### src/common/port_mode_map.vh
// Register offsets, field positions, reset values and mode codes for the port drive mode block.
`ifndef PORT_MODE_MAP_VH
`define PORT_MODE_MAP_VH
`define PMS_INDEX          8'hC1
`define PMS_BYTE_ADDR      10'h304
`define PMS_RESET          8'h03
`define PMS_RESET_TRI      8'h55
`define MODE_QUASI         2'h0
`define MODE_PUSH_PULL     2'h2
`define MODE_INPUT_ONLY    2'h1
`define MODE_OPEN_DRAIN    2'h3
`define STRONG_PULSE_NS    20
`define CLK_PERIOD_NS      20
`define STRONG_PULSE_CYC   ((`STRONG_PULSE_NS + `CLK_PERIOD_NS - 1) / `CLK_PERIOD_NS)
`define PWD_KEEP_P3        8'h0C
`define PWD_KEEP_AUX       8'hC0
`endif

### src/pin_driver.v
// Output driver control for one 8-bit port in one of four drive modes.
`timescale 1ns/100ps
`include "port_mode_map.vh"
module pin_driver (
  input  wire       clk_sys_i,
  input  wire       reset_i,
  input  wire [1:0] mode_i,
  input  wire [7:0] latch_i,
  input  wire [7:0] pin_sync_i,
  input  wire [7:0] keep_in_i,
  input  wire       power_down_i,
  output reg  [7:0] pull_down_o,
  output reg  [7:0] strong_up_o,
  output reg  [7:0] weak_up_o,
  output reg  [7:0] very_weak_up_o,
  output reg  [7:0] in_enable_o
);

  reg [7:0] latch_prev_reg;
  reg [7:0] pd_next;
  reg [7:0] su_next;
  reg [7:0] wu_next;
  reg [7:0] vw_next;
  wire [7:0] rise;

  // Latch history for 0-to-1 detection; reset to ones so no pulse follows reset.
  always @(posedge clk_sys_i) begin
    if (reset_i) begin
      latch_prev_reg <= 8'hFF;
    end else begin
      latch_prev_reg <= latch_i;
    end
  end

  assign rise = latch_i & ~latch_prev_reg;

  // Decode the drive mode into the four transistor enables.
  always @* begin
    pd_next = 8'h00;
    su_next = 8'h00;
    wu_next = 8'h00;
    vw_next = 8'h00;
    case (mode_i)
      `MODE_QUASI: begin
        pd_next = ~latch_i;
        vw_next = latch_i;
        wu_next = latch_i & pin_sync_i;
        su_next = rise;
      end
      `MODE_PUSH_PULL: begin
        pd_next = ~latch_i;
        su_next = latch_i;
      end
      `MODE_OPEN_DRAIN: begin
        pd_next = ~latch_i;
      end
      default: begin
        pd_next = 8'h00;
      end
    endcase
  end

  // Registered enables; the quasi-mode strong pull-up therefore lasts exactly one clock.
  always @(posedge clk_sys_i) begin
    if (reset_i) begin
      pull_down_o    <= 8'h00;
      strong_up_o    <= 8'h00;
      weak_up_o      <= 8'h00;
      very_weak_up_o <= 8'h00;
      in_enable_o    <= 8'hFF;
    end else begin
      pull_down_o    <= pd_next;
      strong_up_o    <= su_next;
      weak_up_o      <= wu_next;
      very_weak_up_o <= vw_next;
      in_enable_o    <= power_down_i ? keep_in_i : 8'hFF;
    end
  end

endmodule // pin_driver

### src/mode_reg_ahb.v
// AHB-Lite slave holding the port drive mode select register.
`timescale 1ns/100ps
`include "port_mode_map.vh"
module mode_reg_ahb (
  input  wire        clk_sys_i,
  input  wire        reset_i,
  input  wire        tristate_fuse_i,
  input  wire        hsel,
  input  wire [31:0] haddr,
  input  wire [1:0]  htrans,
  input  wire        hwrite,
  input  wire [2:0]  hsize,
  input  wire [31:0] hwdata,
  input  wire        hready,
  output reg  [31:0] hrdata,
  output wire        hreadyout,
  output wire        hresp,
  output reg  [7:0]  mode_reg
);

  reg        fuse_reg;
  reg        wr_pend_reg;
  reg        rst_seen_reg;
  wire       hit;

  // Every access completes in its first data phase cycle with OKAY.
  assign hreadyout = 1'b1;
  assign hresp     = 1'b0;
  assign hit = hsel && hready && htrans[1] && (haddr[9:2] == `PMS_INDEX) && (haddr[31:10] == 22'h0);

  // Fuse level is sampled by a clocked process, never loaded under reset directly.
  always @(posedge clk_sys_i) begin
    fuse_reg <= tristate_fuse_i;
  end

  // Register write on the data phase; reset default follows the fuse one cycle after release.
  always @(posedge clk_sys_i) begin
    if (reset_i) begin
      wr_pend_reg  <= 1'b0;
      rst_seen_reg <= 1'b1;
      mode_reg     <= `PMS_RESET;
      hrdata       <= 32'h0;
    end else begin
      rst_seen_reg <= 1'b0;
      wr_pend_reg  <= hit && hwrite;
      if (rst_seen_reg && fuse_reg) begin
        mode_reg <= `PMS_RESET_TRI;
      end else if (wr_pend_reg) begin
        mode_reg <= hwdata[7:0];
      end
      // A read right behind a write returns the low byte being written, so back-to-back access stays coherent.
      hrdata <= (hit && !hwrite) ? {24'h0, (wr_pend_reg ? hwdata[7:0] : mode_reg)} : 32'h0;
    end
  end

endmodule // mode_reg_ahb

### src/port_mode_ctrl.v
// Top of the per-port drive mode and pull-up control for four ports and the auxiliary port.
//
// Behaviour
// - Software picks one of four drive modes per 8-bit port 0-3 and all its pins follow it.
// - Mode pairs low,high decode 00 quasi, 01 push-pull, 10 input-only, 11 open-drain.
// - Port n low mode bit sits at bit 2n and high mode bit at bit 2n+1 of one 8-bit register.
// - With the tristate fuse enabled every pin of ports 0-3 is input-only after reset.
// - With the fuse disabled ports 1-3 are quasi and port 0 open-drain, register value 03h.
// - The auxiliary port is always quasi-bidirectional regardless of register or fuse.
// - In power-down all input buffers are off except two irq pins and two osc pins.
// - Quasi mode drives a strong low whenever the latch holds 0.
// - Quasi mode drives high only weakly outside the one-clock strong pulse, so external circuits can pull the pin low.
// - Quasi mode enables the very weak pull-up whenever the latch holds 1.
// - Quasi mode enables the weak pull-up only while latch and pin both read 1.
// - Quasi mode enables the strong pull-up for exactly one clock after a latch 0-to-1 change.
// - Input-only mode tristates all output drivers.
// - Open-drain mode has no pull-ups and pulls down only while the latch holds 0.
// - Push-pull mode pulls low on 0 and holds a continuous strong pull-up on 1.
`timescale 1ns/100ps
`include "port_mode_map.vh"
module port_mode_ctrl #(
  parameter NUM_PORTS = 5
) (
  input  wire        clk_sys_i,
  input  wire        reset_i,
  input  wire        tristate_fuse_i,
  input  wire        power_down_i,
  input  wire [39:0] port_latch_i,
  input  wire [39:0] pin_level_i,
  input  wire        hsel_i,
  input  wire [31:0] haddr_i,
  input  wire [1:0]  htrans_i,
  input  wire        hwrite_i,
  input  wire [2:0]  hsize_i,
  input  wire [31:0] hwdata_i,
  input  wire        hready_i,
  output wire [31:0] hrdata_o,
  output wire        hreadyout_o,
  output wire        hresp_o,
  output wire [39:0] pull_down_o,
  output wire [39:0] strong_up_o,
  output wire [39:0] weak_up_o,
  output wire [39:0] very_weak_up_o,
  output wire [39:0] in_enable_o
);

  wire [7:0]  mode_reg;
  reg  [39:0] pin_meta_reg;
  reg  [39:0] pin_sync_reg;

  // Pin levels arrive from outside and pass two flip-flops before the pull-up logic.
  always @(posedge clk_sys_i) begin
    pin_meta_reg <= pin_level_i;
    pin_sync_reg <= pin_meta_reg;
  end

  // Returns the two-bit mode of one port, low bit at 2n and high bit at 2n+1.
  function [1:0] port_mode;
    input [7:0] r;
    input [2:0] n;
    begin
      port_mode = {r[{n[1:0], 1'b1}], r[{n[1:0], 1'b0}]};
    end
  endfunction

  // Register file on the CPU bus.
  mode_reg_ahb u_regs (
    .clk_sys_i       (clk_sys_i),
    .reset_i         (reset_i),
    .tristate_fuse_i (tristate_fuse_i),
    .hsel            (hsel_i),
    .haddr           (haddr_i),
    .htrans          (htrans_i),
    .hwrite          (hwrite_i),
    .hsize           (hsize_i),
    .hwdata          (hwdata_i),
    .hready          (hready_i),
    .hrdata          (hrdata_o),
    .hreadyout       (hreadyout_o),
    .hresp           (hresp_o),
    .mode_reg        (mode_reg)
  );

  // One driver per port; the fifth port is tied to quasi mode.
  genvar g;
  generate
    for (g = 0; g < NUM_PORTS; g = g + 1) begin : g_port
      localparam [2:0] PORT_IDX = g;
      wire [1:0] mode_sel;
      wire [7:0] keep;
      assign mode_sel = (g == 4) ? `MODE_QUASI : port_mode(mode_reg, PORT_IDX);
      assign keep = (g == 3) ? `PWD_KEEP_P3 : ((g == 4) ? `PWD_KEEP_AUX : 8'h00);
      pin_driver u_drv (
        .clk_sys_i      (clk_sys_i),
        .reset_i        (reset_i),
        .mode_i         (mode_sel),
        .latch_i        (port_latch_i[g*8 +: 8]),
        .pin_sync_i     (pin_sync_reg[g*8 +: 8]),
        .keep_in_i      (keep),
        .power_down_i   (power_down_i),
        .pull_down_o    (pull_down_o[g*8 +: 8]),
        .strong_up_o    (strong_up_o[g*8 +: 8]),
        .weak_up_o      (weak_up_o[g*8 +: 8]),
        .very_weak_up_o (very_weak_up_o[g*8 +: 8]),
        .in_enable_o    (in_enable_o[g*8 +: 8])
      );
    end
  endgenerate

endmodule // port_mode_ctrl

### config.mk
export PLATFORM = sky130hd
export DESIGN_NAME = port_mode_ctrl
export DESIGN_NICKNAME = d
export VERILOG_FILES = /design/src/pin_driver.v /design/src/mode_reg_ahb.v /design/src/port_mode_ctrl.v
export VERILOG_INCLUDE_DIRS = /design/src /design/src/common
export SDC_FILE = /design/constraint.sdc
export NUM_CORES = 1
export LEC_CHECK = 0
export BUFFER_PORTS_ARGS = -buffer_cell sky130_fd_sc_hd__buf_2
export CAP_MARGIN = 20
export CELL_PAD_IN_SITES_DETAIL_PLACEMENT = 1
export CELL_PAD_IN_SITES_GLOBAL_PLACEMENT = 2
export CORE_MARGIN = 10
export CORE_UTILIZATION = 25
export CTS_CLUSTER_DIAMETER = 50
export DETAILED_ROUTE_END_ITERATION = 10
export PLACE_DENSITY_LB_ADDON = 0.1
export SLEW_MARGIN = 10
export SYNTH_ARGS = -nofsm -noshare
export SYNTH_HDL_FRONTEND = slang
export SYNTH_HIERARCHICAL = 1
export SYNTH_SLANG_ARGS = --single-unit
### constraint.sdc
create_clock -name clk_sys_i -period 2.2 [get_ports clk_sys_i]
set_input_delay 0.33 -clock clk_sys_i [delete_from_list [all_inputs] [get_ports clk_sys_i]]
set_output_delay 0.33 -clock clk_sys_i [all_outputs]
set_load 0.005 [all_outputs]
==> impl_metrics.ini <==
[sta]
slew_headroom_pct = 46.6
setup_viol = 0
fmax_mhz = 648
fin_tns_setup_ns = 0
finClkSkew_ns = 0.0150
drv_slew = 0
timing.hold.ws_ns = 0.0289
finalCritPeriodShare_pct = 70.1
worst_slew_pin_slew_ns = 0.800
min_period_ns = 1.54
rsz0062_at_grt = false
hold_viol_final = 0

[cells_and_area]
final_core_utilization_pct = 37.0
final_common_cell = dfxtp_1
finalNonFillerCells = 1756
drive_above_1_share_pct = 36.6
areaGrowthSynthToFinish_pct = 45.8
fin_nets = 1366
layout.cells.most_common_list = dfxtp_1, buf_2, conb_1

[power]
p_switching_mw = 3.14
p_leak_nw = 6.47
clkPwrFrac_pct = 49.2
max-vdd-ir-drop_mv = 0.529
combPwrFrac_pct = 5.3
switching_share_pct = 22.0
seqPwrFrac_pct = 45.5
p_total_mw = 14.2
internal_power_mw = 11.1
p_per_area_mw_per_mm2 = 1020

[synth]
syn_area_mm2 = 0.00958
ys_seq_area_share_pct = 70.8
synth_cells = 742
synthesis.area_per_instance_um2 = 12.9
ys_ff_latch = 339
synth_warnings = 6
synthDistinctLibCells = 32

[floorplan]
core-area_mm2 = 0.0378
fp-row-count = 71
die_width_um = 216
floorplan.initialDensity_pct = 25.4
die_h_um = 216
fp.dieArea_mm2 = 0.0466
ioPinCount = 390

[clocking]
clkSinkCount = 339
clk_latency_ns = 0.55
path_clk_slew_ns = 0.06
cts_tree = built
cts-root-buf = clkbuf_16
cts_setup_buffers = 0
cts_made_buffers = 43
htree_levels = 2
cts_buffer_depth = 3

[worst_setup_path]
crit_family = simple AND/OR/NAND/NOR gates
start_kind = register
worstSetupPathType = register to register
crit_chain = nor3_4, and3_1
critPathBufInv = 0
slowest_stage = nor3_4
critPathCaptureType = register
required_ns = 2.68
crit_fanout = 18
slowest_delay_ns = 0.67
arrival_ns = 2.02

[placed_design]
dp.cells = 1611
place_hpwl_um = 21300
gp_congestion = 0.690
port_buffers = 333

[hold_path]
worstHoldPathType = input pin to register

[drt]
drtIter0Drc = 199
wirelength_um = 29600
firstDrtPassIters = 4
ant_nets = 0
viasPerCell = 3.88
routed-via-count = 6808
wl_per_cell_um = 16.9
drc = 0

[global_route]
grt_use_total_pct = 12.4
grt_pass1_vias = 7241
grt-ovfl-total = 0
grt_first_pass_wirelength_um = 44900
grt_max_degree = 60
antenna_found_initial = 2

[job]
max-cap-violations = 0

[outcome]
status = finished clean
-- power by group through the flow --
stage / clock network, mW / registers, mW / logic [mW]
final: 7.01 / 6.47 / 0.755
after global placement: 0 / 6.60 / 0.675
after global routing: 7.55 / 6.50 / 0.850
after detailed placement: 0 / 6.61 / 0.678
after floorplan: 0 / 6.62 / 0.282
after CTS: 7.28 / 6.48 / 0.774
-- stage by stage --
step	area (um2)	setup WS (ns)
6_report	14000	0.657
4_1_cts	14000	0.645
3_3_place_gp	11900	0.513
5_1_grt	14000	0.564
3_5_place_dp	11900	0.490
2_1_floorplan	9850	0.987
-- routing by layer --
| metal | vias to the layer above | GRT usage, % | wire [um] |
|---|---|---|---|
| li1 | 3340 | - | - |
| met1 | 3189 | 14.5 | 12300 |
| met2 | 229 | 19.6 | 13600 |
| met3 | 48 | 6.03 | 2960 |
| met4 | 2 | 4.01 | 699 |
| met5 | - | 0 | 13 |
-- worst paths after layout --
check	depth (start not counted)	start	to	slack [ns]
setup / recovery	2	u_regs/mode_reg[6]$_SDFF_PP0_	g_port[3].u_drv/weak_up_o[1]$_SDFF_PP0_	0.66
hold / removal	2	port_latch_i[3]	g_port[0].u_drv/pull_down_o[3]$_SDFF_PP0_	0.03
setup reg to reg	2	u_regs/mode_reg[6]$_SDFF_PP0_	g_port[3].u_drv/weak_up_o[1]$_SDFF_PP0_	0.66
hold reg to reg	0	pin_meta_reg[5]$_DFF_P_	pin_sync_reg[5]$_DFF_P_	0.32
-- layout make-up --
cell class,count,area [um2]
flip-flops and latches,339,6790
well taps,511,639
multi-input cells,376,2550
inverters,45,169
fillers,4192,23800
repair buffers,405,2370
diodes,2,5.00
clock buffers,58,1240
clock inverters,20,200
-- Yosys cell counts --
cell	n	area share, %
dfxtp_1	339	71
nand2b_1	42	2.7
a211oi_1	40	3.1
and2_1	40	2.6
and3_1	40	2.6
inv_1	40	1.6
or2_1	40	2.6
buf_4	31	2.4
buf_2	21	1.1
a2111oi_0	20	1.8
a2111oi_2	20	3.1
nor4_1	9	0.59
nand2_1	7	0.27
nor2b_1	7	0.46
mux2_2	6	0.71
inv_2	5	0.20
nor2_1	5	0.20
nor3_4	5	0.85
conb_1	4	0.16
a21oi_1	3	0.16
clkbuf_1	2	0.078
mux2i_1	2	0.21
nand4_2	2	0.26
nor3_1	2	0.10
nor4b_1	2	0.18
nor4b_2	2	0.31
a21o_1	1	0.078
and4b_1	1	0.10
nor4_2	1	0.13
nor4b_4	1	0.25
or2_2	1	0.065
or3_1	1	0.065
-- what timing repair did --
action / 4_1_cts / 5_1_grt
hold buffers: 65 / 0
resized for setup: 0 / 0
endpoints found under the hold margin: 67 / 0
-- kinds of logic after synthesis --
group	Yosys count	synth area share (%)
flip-flops	339	70.8
other	4	0.157
AND/OR/NAND/NOR	208	14.4
multiplexers	8	0.914
AO/OA/AOI/OAI	84	8.33
buffers and inverters	99	5.37
Power figures use the tool's default switching activity.
